`src/rtl/t16oc_pkg.sv`:
```
// ==========================================================
// constants for the 16-bit output compare block
// ==========================================================
package t16oc_pkg;
  // register map, byte addresses on the lite bus
  localparam int ADDR_W = 8;
  localparam logic [ADDR_W-1:0] OFS_CTRL = 8'h00;
  localparam logic [ADDR_W-1:0] OFS_FLAG = 8'h04;
  localparam logic [ADDR_W-1:0] OFS_FORCE = 8'h08;
  localparam logic [ADDR_W-1:0] OFS_CA_HI = 8'h0c;
  localparam logic [ADDR_W-1:0] OFS_CA_LO = 8'h10;
  localparam logic [ADDR_W-1:0] OFS_CB_HI = 8'h14;
  localparam logic [ADDR_W-1:0] OFS_CB_LO = 8'h18;
  localparam logic [ADDR_W-1:0] OFS_STAT = 8'h1c;
  // control register layout
  localparam int CTRL_W = 12;
  localparam int CTRL_MODE_LSB = 0;
  localparam int CTRL_ACTA_LSB = 4;
  localparam int CTRL_ACTB_LSB = 6;
  localparam int CTRL_STEER_LSB = 8;
  localparam int CTRL_IRQEN_LSB = 10;
  localparam logic [CTRL_W-1:0] CTRL_RST = 12'h000;
  localparam logic [15:0] CMP_RST = 16'h0000;
  localparam logic [7:0] HOLD_RST = 8'h00;
  // waveform modes named here; the rest are pwm
  localparam logic [3:0] MODE_NORMAL = 4'h0;
  localparam logic [3:0] MODE_CTC_CMP = 4'h4;
  localparam logic [3:0] MODE_PFC_CAP = 4'h8;
  localparam logic [3:0] MODE_PFC_CMP = 4'h9;
  localparam logic [3:0] MODE_CTC_CAP = 4'hc;
  localparam logic [3:0] MODE_RSVD = 4'hd;
  localparam logic [3:0] MODE_FAST_8 = 4'h5;
  localparam logic [3:0] MODE_FAST_9 = 4'h6;
  localparam logic [3:0] MODE_FAST_10 = 4'h7;
  localparam logic [3:0] MODE_FAST_CAP = 4'he;
  localparam logic [3:0] MODE_FAST_CMP = 4'hf;
  // output action codes
  localparam logic [1:0] ACT_NONE = 2'h0;
  localparam logic [1:0] ACT_TOGGLE = 2'h1;
  localparam logic [1:0] ACT_CLEAR = 2'h2;
  localparam logic [1:0] ACT_SET = 2'h3;
  // bus answers
  localparam logic [1:0] RESP_OKAY = 2'h0;
  localparam logic [1:0] RESP_SLVERR = 2'h2;

  // write-side bus states, one-hot
  typedef enum logic [1:0] {
    WS_COLLECT = 2'b01,
    WS_RESP = 2'b10
  } t16oc_wr_e;

  // twelve pwm modes; reserved code behaves as non-pwm
  function automatic logic mode_is_pwm(input logic [3:0] m);
    mode_is_pwm = !(m == MODE_NORMAL || m == MODE_CTC_CMP || m == MODE_CTC_CAP
                    || m == MODE_RSVD);
  endfunction : mode_is_pwm

  // single-slope modes
  function automatic logic mode_is_fast(input logic [3:0] m);
    mode_is_fast = (m == MODE_FAST_8 || m == MODE_FAST_9 || m == MODE_FAST_10
                    || m == MODE_FAST_CAP || m == MODE_FAST_CMP);
  endfunction : mode_is_fast

  // phase and frequency correct modes reload at bottom
  function automatic logic mode_upd_bottom(input logic [3:0] m);
    mode_upd_bottom = (m == MODE_PFC_CAP || m == MODE_PFC_CMP);
  endfunction : mode_upd_bottom
endpackage : t16oc_pkg

```
`src/rtl/t16oc_ch_if.sv`:
```
`timescale 1ns/100ps
// ==========================================================
// link between the top and one compare channel
// ==========================================================
interface t16oc_ch_if;
  logic [15:0] count;   // live counter value
  logic tick;           // timer clock tick
  logic blocked;        // matches suppressed this cycle
  logic pwm;            // a pwm mode is selected
  logic fast;           // single-slope pwm
  logic down;           // counter is counting down
  logic upd_pt;         // top or bottom reload point
  logic at_top;         // counter at top
  logic [1:0] action;   // output action field
  logic force_stb;      // force strobe pulse
  logic wr_en;          // full 16-bit write pulse
  logic [15:0] wr_data; // assembled write data
  logic [15:0] cpu_view; // what software reads
  logic [15:0] cmp;     // active compare value
  logic hit;            // qualified match on a tick
  logic ostate;         // output state bit

  modport ctl (
    output count, tick, blocked, pwm, fast, down, upd_pt, at_top, action,
    output force_stb, wr_en, wr_data,
    input cpu_view, cmp, hit, ostate
  );
  modport chan (
    input count, tick, blocked, pwm, fast, down, upd_pt, at_top, action,
    input force_stb, wr_en, wr_data,
    output cpu_view, cmp, hit, ostate
  );
endinterface : t16oc_ch_if

```
`src/rtl/t16oc_top.sv`:
```
// Chosen here: the AXI4-Lite interface to the registers and the register offsets.
`timescale 1ns/100ps
// Behaviour
// - compare counter to value every cycle
// - flag sets on tick after match
// - enabled flag raises irq, service clears
// - writing one clears flag, zero keeps
// - channel a value serves as top
// - double buffer only in pwm modes
// - buffer reloads only at top/bottom
// - software reaches buffer or register by mode
// - value changes only by writes, direct reads
// - high byte held, low write transfers both
// - force strobe acts like a match, in non-pwm modes only
// - force sets no flag, counter untouched
// - counter write blocks next tick's matches
// - counter written to top loses top match
// - output state survives mode changes
// - action field applies at next match
// - pin follows state when steered and active
// - reset clears output state
// - action zero leaves output state alone
// - action sets polarity, never counting
// - action has no effect on capture
// - clear-on-compare action one toggles
// - buffered value copied at top clear, at bottom in pfc modes
module t16oc_top
  import t16oc_pkg::*;
(
  // clock and reset
  input wire logic aclk,
  input wire logic aresetn,
  // lite write address
  input wire logic awvalid,
  output logic awready,
  input wire logic [ADDR_W-1:0] awaddr,
  input wire logic [2:0] awprot,
  // lite write data
  input wire logic wvalid,
  output logic wready,
  input wire logic [31:0] wdata,
  input wire logic [3:0] wstrb,
  // lite write response
  output logic bvalid,
  input wire logic bready,
  output logic [1:0] bresp,
  // lite read address
  input wire logic arvalid,
  output logic arready,
  input wire logic [ADDR_W-1:0] araddr,
  input wire logic [2:0] arprot,
  // lite read data
  output logic rvalid,
  input wire logic rready,
  output logic [31:0] rdata,
  output logic [1:0] rresp,
  // counter side
  input wire logic [15:0] timer_count,
  input wire logic timer_tick,
  input wire logic count_at_top,
  input wire logic count_at_bottom,
  input wire logic count_down,
  input wire logic count_written,
  output logic [15:0] counter_top_value,
  output logic top_match_a,
  output logic [3:0] waveform_mode_select,
  // interrupt requests and service acks
  output logic [1:0] compare_irq,
  input wire logic [1:0] irq_serviced,
  // port pins, a in bit 0, b in bit 1
  input wire logic [1:0] port_value,
  input wire logic [1:0] port_dir,
  output logic [1:0] compare_output_pin,
  output logic [1:0] compare_output_pin_oe
);
  // ==========================================================
  // declarations
  // ==========================================================
  t16oc_ch_if ia ();           // channel a link
  t16oc_ch_if ib ();           // channel b link
  logic [CTRL_W-1:0] ctrl_r;   // control register
  logic [1:0] flag_r;          // compare flags
  logic [7:0] hold_r;          // shared high-byte holding register
  logic blk_r;                 // match blocking after counter write
  logic [1:0] irq_r;           // registered irq lines
  logic [1:0] pin_r;           // registered pin values
  logic [1:0] oe_r;            // registered pin enables
  t16oc_wr_e ws_r;             // write-side state
  logic aw_have_r;             // address captured
  logic w_have_r;              // data captured
  logic [ADDR_W-1:0] awaddr_r; // captured address
  logic [31:0] wdata_r;        // captured data
  logic [3:0] wstrb_r;         // captured strobes
  logic [1:0] bresp_r;         // write answer
  logic rvalid_r;              // read answer pending
  logic [31:0] rdata_r;        // read data
  logic [1:0] rresp_r;         // read answer
  logic wr_fire;               // one-cycle write commit
  logic wr_ok;                 // committed address is mapped
  logic [31:0] rd_mux;         // read data before the flop
  logic rd_ok;                 // read address is mapped
  logic [3:0] mode;            // waveform mode field
  logic [1:0] act_a;           // action field a
  logic [1:0] act_b;           // action field b
  logic [1:0] steer;           // pin steer bits
  logic [1:0] irq_en;          // irq enable bits
  logic [1:0] hits;            // qualified matches
  logic [1:0] ostates;         // output states
  logic [1:0] flag_clr;        // software and service clears
  logic upd_pt;                // reload point for this mode

  // ==========================================================
  // control field split
  // ==========================================================
  assign mode = ctrl_r[CTRL_MODE_LSB +: 4];
  assign act_a = ctrl_r[CTRL_ACTA_LSB +: 2];
  assign act_b = ctrl_r[CTRL_ACTB_LSB +: 2];
  assign steer = ctrl_r[CTRL_STEER_LSB +: 2];
  assign irq_en = ctrl_r[CTRL_IRQEN_LSB +: 2];
  assign waveform_mode_select = mode;
  // dual-slope pfc modes reload at bottom, all others at top
  assign upd_pt = mode_upd_bottom(mode) ? count_at_bottom : count_at_top;

  // ==========================================================
  // write channel: address and data in either order
  // ==========================================================
  assign awready = (ws_r == WS_COLLECT) && !aw_have_r;
  assign wready = (ws_r == WS_COLLECT) && !w_have_r;
  assign wr_fire = (ws_r == WS_COLLECT) && aw_have_r && w_have_r;
  assign wr_ok = (awaddr_r == OFS_CTRL) || (awaddr_r == OFS_FLAG)
              || (awaddr_r == OFS_FORCE) || (awaddr_r == OFS_CA_HI)
              || (awaddr_r == OFS_CA_LO) || (awaddr_r == OFS_CB_HI)
              || (awaddr_r == OFS_CB_LO) || (awaddr_r == OFS_STAT);

  // capture address and data; protection bits are ignored
  always_ff @(posedge aclk) begin
    if (!aresetn) begin
      aw_have_r <= 1'b0;
      w_have_r <= 1'b0;
      awaddr_r <= '0;
      wdata_r <= '0;
      wstrb_r <= '0;
    end else begin
      if (awvalid && awready) begin
        aw_have_r <= 1'b1;
        awaddr_r <= {awaddr[ADDR_W-1:2], 2'b00};
      end else if (wr_fire) begin
        aw_have_r <= 1'b0;
      end
      if (wvalid && wready) begin
        w_have_r <= 1'b1;
        wdata_r <= wdata;
        wstrb_r <= wstrb;
      end else if (wr_fire) begin
        w_have_r <= 1'b0;
      end
    end
  end

  // response state, answer one cycle after both halves are in
  always_ff @(posedge aclk) begin
    if (!aresetn) begin
      ws_r <= WS_COLLECT;
      bresp_r <= RESP_OKAY;
    end else begin
      case (ws_r)
        WS_COLLECT: begin
          if (wr_fire) begin
            ws_r <= WS_RESP;
            bresp_r <= wr_ok ? RESP_OKAY : RESP_SLVERR;
          end
        end
        WS_RESP: begin
          if (bready) begin
            ws_r <= WS_COLLECT;
          end
        end
        default: ws_r <= WS_COLLECT;
      endcase
    end
  end
  assign bvalid = (ws_r == WS_RESP);
  assign bresp = bresp_r;

  // ==========================================================
  // register writes
  // ==========================================================
  // action bits are live: no buffering, next match uses them
  always_ff @(posedge aclk) begin
    if (!aresetn) begin
      ctrl_r <= CTRL_RST;
    end else if (wr_fire && awaddr_r == OFS_CTRL) begin
      if (wstrb_r[0]) begin
        ctrl_r[7:0] <= wdata_r[7:0];
      end
      if (wstrb_r[1]) begin
        ctrl_r[CTRL_W-1:8] <= wdata_r[CTRL_W-1:8];
      end
    end
  end

  // one holding register shared by both high bytes
  always_ff @(posedge aclk) begin
    if (!aresetn) begin
      hold_r <= HOLD_RST;
    end else if (wr_fire && wstrb_r[0]
                 && (awaddr_r == OFS_CA_HI || awaddr_r == OFS_CB_HI)) begin
      hold_r <= wdata_r[7:0];
    end
  end

  // ==========================================================
  // flags and interrupts
  // ==========================================================
  assign hits = {ib.hit, ia.hit};
  assign flag_clr = irq_serviced
                  | ({2{wr_fire && wstrb_r[0] && awaddr_r == OFS_FLAG}} & wdata_r[1:0]);

  // a set in the clearing cycle wins; force never reaches here
  always_ff @(posedge aclk) begin
    if (!aresetn) begin
      flag_r <= 2'b00;
    end else begin
      flag_r <= (flag_r & ~flag_clr) | hits;
    end
  end

  // irq is a registered level, one cycle behind the flag
  always_ff @(posedge aclk) begin
    if (!aresetn) begin
      irq_r <= 2'b00;
    end else begin
      irq_r <= flag_r & irq_en;
    end
  end
  assign compare_irq = irq_r;

  // ==========================================================
  // match blocking after a counter write
  // ==========================================================
  // held until the next tick, so a stopped timer still blocks
  always_ff @(posedge aclk) begin
    if (!aresetn) begin
      blk_r <= 1'b0;
    end else if (count_written) begin
      blk_r <= 1'b1;
    end else if (timer_tick) begin
      blk_r <= 1'b0;
    end
  end

  // ==========================================================
  // channel links; only a feeds the counter
  // ==========================================================
  assign ia.count = timer_count;
  assign ia.tick = timer_tick;
  assign ia.blocked = blk_r;
  assign ia.pwm = mode_is_pwm(mode);
  assign ia.fast = mode_is_fast(mode);
  assign ia.down = count_down;
  assign ia.upd_pt = upd_pt;
  assign ia.at_top = count_at_top;
  assign ia.action = act_a;
  assign ia.force_stb = wr_fire && wstrb_r[0] && awaddr_r == OFS_FORCE && wdata_r[0];
  assign ia.wr_en = wr_fire && wstrb_r[0] && awaddr_r == OFS_CA_LO;
  assign ia.wr_data = {hold_r, wdata_r[7:0]};

  assign ib.count = timer_count;
  assign ib.tick = timer_tick;
  assign ib.blocked = blk_r;
  assign ib.pwm = mode_is_pwm(mode);
  assign ib.fast = mode_is_fast(mode);
  assign ib.down = count_down;
  assign ib.upd_pt = upd_pt;
  assign ib.at_top = count_at_top;
  assign ib.action = act_b;
  assign ib.force_stb = wr_fire && wstrb_r[0] && awaddr_r == OFS_FORCE && wdata_r[1];
  assign ib.wr_en = wr_fire && wstrb_r[0] && awaddr_r == OFS_CB_LO;
  assign ib.wr_data = {hold_r, wdata_r[7:0]};

  t16oc_chan u_chan_a (
    .aclk(aclk),
    .aresetn(aresetn),
    .ch(ia.chan)
  );
  t16oc_chan u_chan_b (
    .aclk(aclk),
    .aresetn(aresetn),
    .ch(ib.chan)
  );

  // counter sees value and match of a; action bits have no path
  // to the counter or to capture logic
  assign counter_top_value = ia.cmp;
  assign top_match_a = ia.hit;
  assign ostates = {ib.ostate, ia.ostate};

  // ==========================================================
  // pin override
  // ==========================================================
  // registered so the pin never glitches on an action change
  always_ff @(posedge aclk) begin
    if (!aresetn) begin
      pin_r <= 2'b00;
      oe_r <= 2'b00;
    end else begin
      pin_r[0] <= (act_a != ACT_NONE && steer[0]) ? ostates[0] : port_value[0];
      pin_r[1] <= (act_b != ACT_NONE && steer[1]) ? ostates[1] : port_value[1];
      oe_r <= port_dir;
    end
  end
  assign compare_output_pin = pin_r;
  assign compare_output_pin_oe = oe_r;

  // ==========================================================
  // read channel
  // ==========================================================
  always_comb begin
    rd_mux = 32'h0000_0000;
    rd_ok = 1'b1;
    case (araddr & {{(ADDR_W-2){1'b1}}, 2'b00})
      OFS_CTRL: rd_mux[CTRL_W-1:0] = ctrl_r;
      OFS_FLAG: rd_mux[1:0] = flag_r;
      OFS_FORCE: rd_mux = 32'h0000_0000;
      OFS_CA_HI: rd_mux[7:0] = ia.cpu_view[15:8];
      OFS_CA_LO: rd_mux[7:0] = ia.cpu_view[7:0];
      OFS_CB_HI: rd_mux[7:0] = ib.cpu_view[15:8];
      OFS_CB_LO: rd_mux[7:0] = ib.cpu_view[7:0];
      OFS_STAT: rd_mux[1:0] = ostates;
      default: rd_ok = 1'b0;
    endcase
  end

  assign arready = !rvalid_r;
  // reads have no side effects; answer one cycle after accept
  always_ff @(posedge aclk) begin
    if (!aresetn) begin
      rvalid_r <= 1'b0;
      rdata_r <= '0;
      rresp_r <= RESP_OKAY;
    end else if (arvalid && arready) begin
      rvalid_r <= 1'b1;
      rdata_r <= rd_mux;
      rresp_r <= rd_ok ? RESP_OKAY : RESP_SLVERR;
    end else if (rready) begin
      rvalid_r <= 1'b0;
    end
  end
  assign rvalid = rvalid_r;
  assign rdata = rdata_r;
  assign rresp = rresp_r;

  // ==========================================================
  // checks
  // ==========================================================
  a_flag_on_match: assert property (@(posedge aclk) disable iff (!aresetn)
    ia.hit |=> flag_r[0])
    else $error("flag a not set after match");
  a_flag_w1c: assert property (@(posedge aclk) disable iff (!aresetn)
    wr_fire && wstrb_r[0] && awaddr_r == OFS_FLAG && wdata_r[1] && !ib.hit
    |=> !flag_r[1])
    else $error("flag b not cleared by write of one");
  a_irq_follows: assert property (@(posedge aclk) disable iff (!aresetn)
    flag_r[0] && irq_en[0] |=> compare_irq[0])
    else $error("enabled flag a gave no interrupt");
  a_block_after_wr: assert property (@(posedge aclk) disable iff (!aresetn)
    count_written |=> !ia.hit && !ib.hit)
    else $error("match not blocked after counter write");
  a_hold_transfer: assert property (@(posedge aclk) disable iff (!aresetn)
    ia.wr_en && !ia.pwm |=> ia.cmp == {$past(hold_r), $past(wdata_r[7:0])})
    else $error("16-bit write to a not assembled from held byte");
  a_force_no_flag: assert property (@(posedge aclk) disable iff (!aresetn)
    ib.force_stb && !flag_r[1] && !ib.hit |=> !flag_r[1])
    else $error("forced compare set a flag");
  a_pin_steer: assert property (@(posedge aclk) disable iff (!aresetn)
    act_a != ACT_NONE && steer[0] |=> compare_output_pin[0] == $past(ostates[0]))
    else $error("pin a not steered from output state");
endmodule : t16oc_top

```
`src/rtl/t16oc_chan.sv`:
```
`timescale 1ns/100ps
// ==========================================================
// one compare channel: registers, comparator, output state
// ==========================================================
module t16oc_chan
  import t16oc_pkg::*;
(
  // clock and reset
  input wire logic aclk,
  input wire logic aresetn,
  // control side
  t16oc_ch_if.chan ch
);
  logic [15:0] buf_r; // double buffer
  logic [15:0] cmp_r; // compare register
  logic ost_r;        // output state bit
  logic eq;           // raw equality

  // ==========================================================
  // compare value storage
  // ==========================================================
  // buffer only takes writes while a pwm mode is selected
  always_ff @(posedge aclk) begin
    if (!aresetn) begin
      buf_r <= CMP_RST;
    end else if (ch.wr_en && ch.pwm) begin
      buf_r <= ch.wr_data;
    end
  end

  // direct writes outside pwm, reload at the sync point inside
  always_ff @(posedge aclk) begin
    if (!aresetn) begin
      cmp_r <= CMP_RST;
    end else if (ch.wr_en && !ch.pwm) begin
      cmp_r <= ch.wr_data;
    end else if (ch.pwm && ch.tick && ch.upd_pt) begin
      cmp_r <= buf_r;
    end
  end

  // software sees the register it writes, no holding register
  assign ch.cpu_view = ch.pwm ? buf_r : cmp_r;
  assign ch.cmp = cmp_r;

  // ==========================================================
  // comparator
  // ==========================================================
  assign eq = (ch.count == cmp_r);
  // a match takes effect on the next tick unless blocked
  assign ch.hit = ch.tick && eq && !ch.blocked;

  // ==========================================================
  // output state; mode changes never touch it
  // ==========================================================
  always_ff @(posedge aclk) begin
    if (!aresetn) begin
      ost_r <= 1'b0;
    end else if (ch.force_stb && !ch.pwm) begin
      case (ch.action)
        ACT_TOGGLE: ost_r <= !ost_r;
        ACT_CLEAR: ost_r <= 1'b0;
        ACT_SET: ost_r <= 1'b1;
        default: ost_r <= ost_r;
      endcase
    end else if (ch.pwm && ch.fast && ch.tick && ch.at_top && !ch.hit) begin
      // single slope: restore level at top
      case (ch.action)
        ACT_CLEAR: ost_r <= 1'b0;
        ACT_SET: ost_r <= 1'b1;
        default: ost_r <= ost_r;
      endcase
    end else if (ch.hit && !ch.pwm) begin
      case (ch.action)
        ACT_TOGGLE: ost_r <= !ost_r;
        ACT_CLEAR: ost_r <= 1'b0;
        ACT_SET: ost_r <= 1'b1;
        default: ost_r <= ost_r;
      endcase
    end else if (ch.hit) begin
      // pwm: polarity only; toggle code reserved here
      case (ch.action)
        ACT_CLEAR: ost_r <= ch.fast ? 1'b1 : ch.down;
        ACT_SET: ost_r <= ch.fast ? 1'b0 : !ch.down;
        default: ost_r <= ost_r;
      endcase
    end
  end
  assign ch.ostate = ost_r;

  // ==========================================================
  // checks
  // ==========================================================
  a_buf_reload: assert property (@(posedge aclk) disable iff (!aresetn)
    ch.pwm && ch.tick && ch.upd_pt && !ch.wr_en |=> cmp_r == $past(buf_r))
    else $error("compare register missed its reload");
  a_none_keeps: assert property (@(posedge aclk) disable iff (!aresetn)
    ch.action == ACT_NONE |=> ost_r == $past(ost_r))
    else $error("output state moved with no action selected");
  a_toggle_on_hit: assert property (@(posedge aclk) disable iff (!aresetn)
    ch.hit && !ch.pwm && ch.action == ACT_TOGGLE |=> ost_r != $past(ost_r))
    else $error("toggle action did not toggle");
endmodule : t16oc_chan

```
`config.mk`:
```
export PLATFORM = sky130hd
export DESIGN_NAME = t16oc_top
export DESIGN_NICKNAME = d
export VERILOG_FILES = /design/src/rtl/t16oc_pkg.sv /design/src/rtl/t16oc_ch_if.sv /design/src/rtl/t16oc_top.sv /design/src/rtl/t16oc_chan.sv
export SDC_FILE = /design/constraint.sdc
export NUM_CORES = 1
export LEC_CHECK = 0
export ABC_AREA = 1
export BUFFER_PORTS_ARGS = -buffer_cell sky130_fd_sc_hd__buf_2
export CAP_MARGIN = 25
export CORE_MARGIN = 5
export CORE_UTILIZATION = 55
export CTS_CLUSTER_DIAMETER = 60
export DETAILED_ROUTE_END_ITERATION = 16
export PLACE_DENSITY = 0.8
export SYNTH_ARGS = -nofsm -noshare
export SYNTH_HDL_FRONTEND = slang
export SYNTH_SLANG_ARGS = --single-unit
```
`constraint.sdc`:
```
create_clock -name aclk -period 1.77 [get_ports aclk]
set_input_delay 0.177 -clock aclk [delete_from_list [all_inputs] [get_ports aclk]]
set_output_delay 0.177 -clock aclk [all_outputs]
set_load 0.02 [all_outputs]
```
======== Yosys cells after proc, flatten, opt, wreduce, memory -nomap -nowiden ========
Cells that the tools add are included.
cells by class
  eq/ne operators ......................... 40
  multiplexer cells ....................... 41
  bitwise gates (word level) .............. 6
  reductions and logical operators ........ 83
operators by type and width
  operator                                               count
  2-to-1 mux 16 bit                                      6
  equality test 6 x 3 -> 1 bit, second input constant    8
  logical AND 1 bit                                      37
  equality test 16 bit                                   2
  case mux 6 bit (5 select lines)                        1
  equality test 4 bit, second input constant             6
  equality test 6 x 2 -> 1 bit, second input constant    4
  2-to-1 mux 1 bit                                       21
  equality test 4 x 3 -> 1 bit, second input constant    4
  zero test 8 bit                                        2
  logical OR 1 bit                                       16
  nonzero test 2 bit                                     8
  case mux 2 bit (7 select lines)                        1
  equality test 6 x 1 -> 1 bit, second input constant    2
  equality test 2 bit, second input constant             5
  zero test 1 bit                                        10
  inequality test 5 bit, second input constant           2
  2-to-1 mux 2 bit                                       4
  inequality test 4 x 3 -> 1 bit, second input constant  2
  case mux 1 bit (2 select lines)                        4
  AND reduction 2 bit                                    4
  nonzero test 4 bit                                     2
  OR reduction 8 bit                                     1
  bitwise AND 2 bit                                      3
  other kinds (10)                                       15
storage, ports and cells
  register bits ........................... 136
  bits of input ports ..................... 92
  output and inout bits ................... 68
  logic and storage cells ................. 194

======== Depth between registers and ports, before layout ========
Gate-level depths: netlist (run 1).
  depth in word-level cells ............... 11
  gate-level depth with buffers ........... 12
  gate-level depth less buffers ........... 12

======== Modules after synthesis ========
From an unflattened synthesis (run 1), not the netlist that was laid out.
unflattened totals
  cells, all modules ...................... 1138
  area total of the unflattened synthesis .. 7392.1 um^2
modules (own cells, without submodules)
  module      instances  cells each  area an instance (um^2)  seq. area each (um^2)
  t16oc_chan  2          349         2079.5                   660.6
  t16oc_top   1          440         3233.1                   1361.3

======== Worst setup path before layout (run 1) ========
OpenSTA, ideal clock, no wires.
  kind .................................... reg2reg
  start ................................... reg ws_r[1]
  end ..................................... reg wdata_r[11]
  setup time .............................. 0.128 ns
  arrival ................................. 1.373 ns
  data required time ...................... 1.642 ns
  setup slack ............................. 0.268 ns
  cell stages (with the launch flop) ...... 8
  path buffers ............................ 1
  period minus slack after synthesis ...... 1.502 ns
  cells stage by stage .................... dfxtp_1 > inv_1 > nand2_1 > nor2_1 > nand2_1 > clkbuf_1 > o21ai_0 > a21oi_1
between the ends
  word-level cells in the longest chain between the ends .. 3
RTL lines
  what                          line              RTL
  start, declared               t16oc_top.sv:88   t16oc_wr_e ws_r;
  start signal, assigned        t16oc_top.sv:163  ws_r <= WS_COLLECT;
  start signal, assigned        t16oc_top.sv:169  ws_r <= WS_RESP;
  start signal, assigned        t16oc_top.sv:175  ws_r <= WS_COLLECT;
  equality test 2 x 1 -> 1 bit  t16oc_top.sv:128  assign wready = (ws_r == WS_COLLECT) && !w_have_r;
  logical AND 1 bit             t16oc_top.sv:128
  net wready                    t16oc_top.sv:40   output logic wready,
  logical AND 1 bit             t16oc_top.sv:150  if (wvalid && wready) begin
  end signal, assigned          t16oc_top.sv:152  wdata_r <= wdata;
  end, declared                 t16oc_top.sv:92   logic [31:0] wdata_r;
The timed path passes the listed nets, and every way through them passes these cells.
A chain may end at the register's enable or synchronous reset.

======== Worst setup path after layout (run 1) ========
  start ................................... reg u_chan_a.cmp_r[9], in the netlist u_chan_a.ch.cmp[9]
  end ..................................... out top_match_a
between the ends
  word-level cells in the longest chain between the ends .. 3
RTL lines
  what                            line              RTL
  start, declared                 t16oc_chan.sv:15  logic [15:0] cmp_r;
  start signal, assigned          t16oc_chan.sv:36  cmp_r <= ch.wr_data;
  start signal, assigned          t16oc_chan.sv:38  cmp_r <= buf_r;
  equality test 16 bit            t16oc_chan.sv:49  assign eq = (ch.count == cmp_r);
  logical AND 1 bit (2 in a row)  t16oc_chan.sv:51  assign ch.hit = ch.tick && eq && !ch.blocked;
  end, declared                   t16oc_top.sv:65   output logic top_match_a,
Every way passes these cells.

==> results.toml, run 1 <==
[timing]
worst_slew_pin_slew_ps = 602.0
clock_skew_ps = 6.894
setup_viol = 0
relSlewSlack = 0.5981
fin_hold_ws_ps = 3.475
rsz0062_at_grt = "true"
drv_slew = 0
period_needed_ps = 1754
fin_ws_ps = 15.99
finalSetupTns_ps = 0
clock.fmax_mhz = 570.1
hold_viol = 0
finalCritPeriodShare = 0.9910

[worst_setup_path]
slowest_delay_ps = 320
cp.arrival_ps = 1580
crit_path_end_kind = "primary output"
cp.depth = 8
r2r_cells = 8
crit_buf_inv = 2
cp_cell_sequence = "buf_6, nand2_2, nand2_1, nor2_1, nand2_1, nor2_2, and3_1, buf_6"
critPathMaxFanout = 3
ff2ff_setup_slack_ps = 70
crit_type = "reg2out"
start_kind = "flip-flop"
cp.required_ps = 1590
crit_slowest_cell = "dfxtp_2"
critPathTopFamily = "simple AND/OR/NAND/NOR gates"

[grt]
antenna_found_initial = 0
grt_pass1_wl_mm = 34.63
grt_max_degree = 75
grt_pass1_vias = 6649
gr-usage-all-layers = 0.2995
grt-ovfl-total = 0

[flow_run]
maxCapViolations = 0

[finish]
drive_gt1_frac = 0.2022
layout_common_cells = "262 x nand2_1, 143 x inv_1, 117 x dfxtp_1"
diodes = 0
layout_commonest_cell = "nand2_1"
nets = 1287
stdcell_area_sq_mm = 0.008620
area_growth_pct = 21.84
nFillCells = 1102

[clock_tree]
cts_tree = "built"
htreeDepth = 4
clock_sinks = 134
clk_latency_ps = 430
clkTransAtPathRegs_ps = 60
cts.path.max_buffers = 2
cts_inserted_buffers = 17
cts_root_buf = "clkbuf_16"

[detailed_routing]
postRouteAntennaNets = 0
vias = 7579
wl_per_cell_microns = 16.51
drc = 0
viasPerCell = 5.496
drtIter0Drc = 850
first_pass_iters = 8
wl_mm = 22.77

[pwr]
p_total_mw = 7.021
ir_worst_vdd_v = 0.0004866
p_per_area_mw_per_mm2 = 814.6
leakagePower_nw = 3.901

[synthesis]
ys_types = 42
synth_cells = 1064
ys_warn_count = 0
synth_area_leader_cell = "dfxtp_1"
synth.area.top_cells = "dfxtp_1 38%, nand2_1 14%, inv_1 7.9%"
netlist_area_sq_mm = 0.007074
synth_top_area_share = 0.3792
ys_ff_latch = 134
syn_avg_cell_area_sq_um = 6.649
yosysSeqAreaShare = 0.3792

[outcome]
status = "completed"

[place]
portBuffers = 105
hpwlAfterDp_mm = 16.56
dpl_cell_area_sq_mm = 0.007858
place_ws_ps = 50.75
place_congestion = 0.9686

[floorplan]
ios = 160
initial_core_util = 0.5606
die_w_microns = 123.4
rows = 41
dieArea_sq_mm = 0.01523
die_h_microns = 123.4
core_area_sq_mm = 0.01262

[hold_path]
holdPathStages = 3
hold_class = "in2reg"
[final timing paths]
kind | from | to
max | u_chan_a.ch.cmp[9] | top_match_a
min | wdata[5] | wdata_r[5]
max reg2reg | ctrl_r[3] | rdata[1]
min reg2reg | bresp[1] | bresp[1]
[report_power, final]
| part | switching (mW) | total [mW] | internal, mW | leakage, nW |
|---|---|---|---|---|
| Clock | 1.30 | 3.21 | 1.90 | 0.256 |
| Combinational | 0.429 | 0.642 | 0.214 | 2.55 |
| Sequential | 0.0932 | 3.17 | 3.08 | 1.10 |
| Total | 1.83 | 7.02 | 5.19 | 3.90 |
[synth_stat cells (all sizes together)]
cell type  instances
a211oi             8
a21oi             95
a22oi              1
a311oi             5
a31oi              6
and2               1
and3               1
buf               45
clkbuf            20
clkinv             1
conb               1
dfxtp            134
inv              156
nand2            271
nand3             37
nand3b             1
nand4             13
nor2             103
nor3               4
nor4               1
o211ai            21
o21a               1
o21ai            121
o221ai             9
o22ai              1
o31ai              1
or3                1
xnor2              2
xor2               3
[registers in the layout, summed over array words and instances, names as in the netlist, 2 cells and up]
name / count
awaddr_r: 6
compare_irq: 2
compare_output_pin: 2
compare_output_pin_oe: 2
ctrl_r: 12
flag_r: 2
hold_r: 8
rdata: 12
u_chan_a.buf_r: 16
u_chan_a.ch.cmp: 16
u_chan_b.buf_r: 16
u_chan_b.ch.cmp: 16
wdata_r: 12
ws_r: 2
wstrb_r: 2
[tightest hold or removal path: cells and delay by family]
| family | cells | cell delay (ps) |
|---|---|---|
| AOI/OAI and AO/OA | 1 | 70 |
| and+or+nand+nor | 1 | 80 |
| buffers and inverters | 1 | 70 |
[stage by stage]
step | cells | util
final | 1379 | 0.6830
after global routing | 1379 | 0.6830
after global placement | 1336 | 0.6226
after detailed placement | 1336 | 0.6226
after CTS | 1374 | 0.6728
after floorplan | 1085 | -
[area by class of cell]
type,instances,area (sq um),share of cell area
multi-input cells,729,3543,0.4111
flip-flops and latches,134,2721,0.3157
repair buffers,156,1021,0.1184
inverters,157,594.3,0.06895
clock buffers,21,440.4,0.05110
well taps,172,215.2,0.02497
clock inverters,10,83.83,0.009726
[cells by family (layout without fill, tap and decap cells)]
logic type,count (synthesis),after routing,synth area share
AO/OA/AOI/OAI,269,269,0.2108
XOR/XNOR,5,5,0.006191
buffers and inverters,222,344,0.1387
flip-flops,134,134,0.3792
other,1,22,0.0005301
AND/OR/NAND/NOR,433,433,0.2646
[layer usage]
metal,track usage,wire length [microns],part of all wire
met5,0,0,0
met2,0.4679,10340,0.45
met3,0.06496,2435,0.11
met1,0.4079,9503,0.42
met4,0.1080,498,0.022
[what timing repair did]
action,4_1_cts,5_1_grt
setup buffers,1,5
setup endpoints to repair,1,35
gates resized for setup,18,41
pin swaps,3,17
hold endpoints to repair,6,0
hold buffers,6,0
No activity file was read; power rests on OpenSTA's default activity.
==> run 2: changes to the inputs <==
- SYNTH_HIERARCHICAL: not set -> 1
==> results.toml, run 2 <==
[outcome]
status = "finished with violations"
violations = "negative setup slack"

[finish]
nFillCells = 1079
drive_gt1_frac = 0.2702
nets = 1389
diodes = 0
finalNonFillerCells = 1486
layout_common_cells = "228 x nand2_1, 146 x nor2_1, 117 x dfxtp_1"
post-route-util = 0.7202
stdcell_area_sq_mm = 0.009499
layout_commonest_cell = "nand2_1"
area_growth_pct = 28.50

[clock_tree]
cts_root_buf = "clkbuf_16"
clkTransAtPathRegs_ps = 60
cts_inserted_buffers = 17
clk_latency_ps = 430
cts_tree = "built"
cts.path.max_buffers = 2
clock_sinks = 134
htreeDepth = 4

[place]
portBuffers = 105
dpl_cell_area_sq_mm = 0.008219
place_congestion = 1.056
hpwlAfterDp_mm = 18.34
dp_cells = 1417
place_ws_ps = -96.95

[detailed_routing]
drc = 0
viasPerCell = 5.756
vias = 8553
drtIter0Drc = 1113
wl_mm = 26.87
first_pass_iters = 8
wl_per_cell_microns = 18.08
postRouteAntennaNets = 0

[timing]
relSlewSlack = 0.3822
drv_slew = 0
clock_skew_ps = 12.49
setup_viol = 3
fin_hold_ws_ps = 7.344
fin_ws_ps = -240.1
hold_viol = 0
worst_slew_pin_slew_ps = 925.7
clock.fmax_mhz = 497.5
rsz0062_at_grt = "true"
finalCritPeriodShare = 1.136
period_needed_ps = 2010

[worst_setup_path]
crit_type = "reg2reg"
cp.arrival_ps = 2370
critPathMaxFanout = 21
start_kind = "flip-flop"
crit_path_end_kind = "flip-flop"
cp.required_ps = 2130
ff2ff_setup_slack_ps = -240

[grt]
antenna_found_initial = 0
grt_pass1_vias = 7560
grt-ovfl-total = 0
grt_pass1_wl_mm = 38.78
gr-usage-all-layers = 0.3096
grt_max_degree = 43

[synthesis]
synth_area_leader_cell = "dfxtp_1"
ys_warn_count = 6
synth_cells = 1138
ys_async_sr_fraction = 0
synth-edff-count = 0
ys_types = 34
synth_commonest_cells = "251 x nand2_1, 151 x nor2_1, 136 x o21ai_0, 134 x dfxtp_1, 123 x inv_1"
synth.most_common_cell = "nand2_1"
syn_avg_cell_area_sq_um = 6.496
yosysSeqAreaShare = 0.3629
netlist_area_sq_mm = 0.007392
synth.area.top_cells = "dfxtp_1 36%, nand2_1 13%, o21ai_0 9.2%"
ys.flop_type = "dfxtp_1"
synth_top_area_share = 0.3629
ys_ff_latch = 134

[pwr]
p_per_area_mw_per_mm2 = 775.6
ir_worst_vdd_v = 0.0007560
power_frac_clock = 0.455
intPower_mw = 5.232
switching_share = 0.2898
leakagePower_nw = 4.122
power_frac_seq = 0.433
p_sw_mw = 2.135
pwr-share-comb = 0.112

[floorplan]
core_area_sq_mm = 0.01319
initial_core_util = 0.5604
die_h_microns = 125.9
rows = 42
die_w_microns = 125.9
ios = 160
dieArea_sq_mm = 0.01586

[flow_run]
maxCapViolations = 0

[hold_path]
hold_class = "in2reg"
run 2: changes by cell type after synthesis, moves of 7 or more:
cell      previous run  this run
nand2_1            266       251
o221ai_1             9         0
a31oi_1              6        34
a21oi_1             95        56
nand2_2              4        11
o21ai_1             28         4
nor2_1              95       151
nand3_2              0         7
o21ai_0             92       136
nand3_1             34        69
nand4_1             11        18
nor2_2               4        17
o211ai_1            21         0
inv_1              148       123
run 2: cell families after synthesis:
group	Yosys count	share of synthesized area
multiplexers	1	0.001523
other	1	0.0005073
AND/OR/NAND/NOR	537	0.3196
AO/OA/AOI/OAI	246	0.1779
buffers and inverters	213	0.1305
XOR/XNOR	6	0.007109
flip-flops	134	0.3629
run 2: power by group through the flow:
| stage | clock network, mW | logic, mW | registers, mW |
|---|---|---|---|
| after floorplan | 0 | 0.481 | 3.26 |
| after global placement | 0 | 0.720 | 3.26 |
| after detailed placement | 0 | 0.734 | 3.26 |
| after CTS | 3.35 | 0.762 | 3.19 |
| after global routing | 3.50 | 0.898 | 3.19 |
| final | 3.35 | 0.825 | 3.19 |
run 2: per-stage QoR:
step / TNS (ps) / total power [mW]
6_report: -290.2 / 7.367
5_1_grt: -881.4 / 7.588
4_1_cts: -60.18 / 7.302
3_5_place_dp: -1453 / 3.996
3_3_place_gp: -697.3 / 3.978
2_1_floorplan: -24.46 / 3.741
run 2: worst paths after layout:
path,from,cells past startpoint,endpoint
worst max-delay path,ctrl_r[3],10,rdata[2]
worst max register to register,ctrl_r[3],10,rdata[2]
worst min register to register,ctrl_r[10],2,rdata[10]
worst min-delay path,wdata[2],3,wdata_r[2]
run 2: per-layer routing:
layer	vias up	GRT usage	wire (microns)
met4	0	0.1653	1616
met3	139	0.08086	3197
met5	-	0	0
met1	3871	0.3801	9834
li1	3968	-	-
met2	575	0.4980	12230
run 2: layout make-up:
| cell class | count | area, sq um | share of cell area |
|---|---|---|---|
| multi-input combinational | 812 | 4054 | 0.4268 |
| sequential | 134 | 2729 | 0.2873 |
| timing repair buffer | 193 | 1403 | 0.1477 |
| inverter | 139 | 536.8 | 0.05651 |
| clock buffer | 18 | 439.2 | 0.04623 |
| tap | 176 | 220.2 | 0.02318 |
| clock inverter | 14 | 117.6 | 0.01238 |
run 2: repair_timing:
| item | CTS | global route |
|---|---|---|
| endpoints found under the setup margin | 33 | 65 |
| pin swaps | 8 | 30 |
| setup buffers | 10 | 13 |
| cloned | 0 | 7 |
| endpoints found under the hold margin | 7 | 0 |
| gates resized for setup | 40 | 90 |
| hold buffers | 7 | 0 |
run 2: worst max-delay path, stage by stage, from the launching register on:
cell	delay (ps)
dfxtp_2	330
inv_2	50
a21oi_4	180
o21ai_4	90
buf_12	160
clkbuf_16	180
o21ai_0	530
nand3_1	150
nand2_1	100
nor2_1	40
a21oi_1	110
==> run 3: changes to the inputs <==
- CTS_CLUSTER_DIAMETER: 60 -> 50
- TNS_END_PERCENT: not set -> 50
==> results.toml, run 3 (synthesis gave the netlist of run 2 again) <==
[clock_tree]
htreeDepth = 4
cts_root_buf = "clkbuf_16"
cts_inserted_buffers = 17
clk_latency_ps = 430
cts_tree = "built"
clock_sinks = 134
cts.path.max_buffers = 2
clkTransAtPathRegs_ps = 60

[finish]
multi_input_area_sq_mm = 0.004054
layout_commonest_cell = "nand2_1"
diodes = 0
seqCellArea_sq_mm = 0.002729
nFillCells = 1079
drive_gt1_frac = 0.2702
area_growth_pct = 28.50
nets = 1389
stdcell_area_sq_mm = 0.009499
post-route-util = 0.7202
layout_common_cells = "228 x nand2_1, 146 x nor2_1, 117 x dfxtp_1"

[grt]
grt-ovfl-total = 0
antenna_found_initial = 0
grt_max_degree = 43
grt_pass1_vias = 7560
grt_pass1_wl_mm = 38.78
gr-usage-all-layers = 0.3096

[detailed_routing]
vias = 8534
drtIter0Drc = 1078
wl_met3_mm = 3.175
viasPerCell = 5.743
wl_met2_mm = 12.07
drc = 0
highest_layer = "met4"
wl_mm = 26.84
wl_per_cell_microns = 18.06
first_pass_iters = 6
postRouteAntennaNets = 0
wl_met1_mm = 9.883

[worst_setup_path]
crit_path_end_kind = "flip-flop"
slowest_delay_ps = 540
cp.arrival_ps = 2370
critPathMaxFanout = 21
cp_cell_sequence = "inv_2, a21oi_4, o21ai_4, buf_12, clkbuf_16, o21ai_0, nand3_1, nand2_1, nor2_1, a21oi_1"
r2r-start = "ctrl_r[3]"
crit_buf_inv = 3
crit_slowest_cell = "o21ai_0"
cp.required_ps = 2130
crit_type = "reg2reg"
startpoint = "ctrl_r[3]"
critPathTopFamily = "compound AO/OA/AOI/OAI gates"
start_kind = "flip-flop"

[timing]
period_needed_ps = 2010
worst_slew_pin_slew_ps = 957.9
setup_viol = 3
rsz0062_at_grt = "true"
clock_skew_ps = 11.50
finalCritPeriodShare = 1.135
fin_ws_ps = -239.8
drv_slew = 0
hold_viol = 0
clock.fmax_mhz = 497.6
relSlewSlack = 0.3607

[floorplan]
core_area_sq_mm = 0.01319
ios = 160
dieArea_sq_mm = 0.01586
rows = 42
die_w_microns = 125.9
die_h_microns = 125.9
initial_core_util = 0.5604

[place]
portBuffers = 105
dpl_cell_area_sq_mm = 0.008219
hpwlAfterDp_mm = 18.34
place_congestion = 1.056

[outcome]
status = "finished with violations"
violations = "negative setup slack"

[hold_path]
hold_class = "in2reg"
worstHoldStart = "wstrb[1]"

[pwr]
p_per_area_mw_per_mm2 = 775.1
ir_worst_vdd_v = 0.0007538
leakagePower_nw = 4.122

[flow_run]
maxCapViolations = 0
run 3: timing repair:
item                                    CTS  global route
hold endpoints to repair                  7             0
cloned                                    0             7
setup buffers                            10            13
resized for setup                        40            90
pin swaps                                 8            30
endpoints found under the setup margin   33            65
hold buffers                              7             0
run 3: worst min-delay path, stage by stage:
cell and delay (ps):
buf_2 70, o21ai_0 70, nor2_1 80
run 3: report_power, final:
part / switching, mW / internal [mW] / total (mW)
clock network: 1.48 / 1.86 / 3.35
registers: 0.103 / 3.09 / 3.19
logic: 0.543 / 0.282 / 0.824
total: 2.13 / 5.23 / 7.36
run 3: layer usage:
metal	global-route usage	up-vias
met3	0.08086	143
met5	0	-
met2	0.4980	598
li1	-	3968
met1	0.3801	3825
met4	0.1653	0
run 3: stage by stage:
step	power, mW	hold WS, ps	setup slack, ps	TNS (ps)	std cells
after global routing	7.588	28.58	-289.7	-881.4	1486
after detailed placement	3.996	363.1	-96.95	-1453	1417
after global placement	3.978	359.2	-61.60	-697.3	1417
final	7.363	9.465	-239.8	-281.2	1486
after floorplan	3.741	274.6	-12.23	-24.46	1159
after CTS	7.302	0.3617	-52.73	-60.18	1466
run 3: final cells by class:
cell class	count	area share
clock inverter	14	0.01238
tap	176	0.02318
sequential	134	0.2873
clock buffer	18	0.04623
multi-input combinational	812	0.4268
timing repair buffer	193	0.1477
inverter	139	0.05651
run 3: final timing paths:
path                end  slack (ps)  cells past startpoint
min reg2reg   rdata[10]         460                      2
min          wstrb_r[1]           9                      3
max            rdata[2]        -240                     10
max reg2reg    rdata[2]        -240                     10
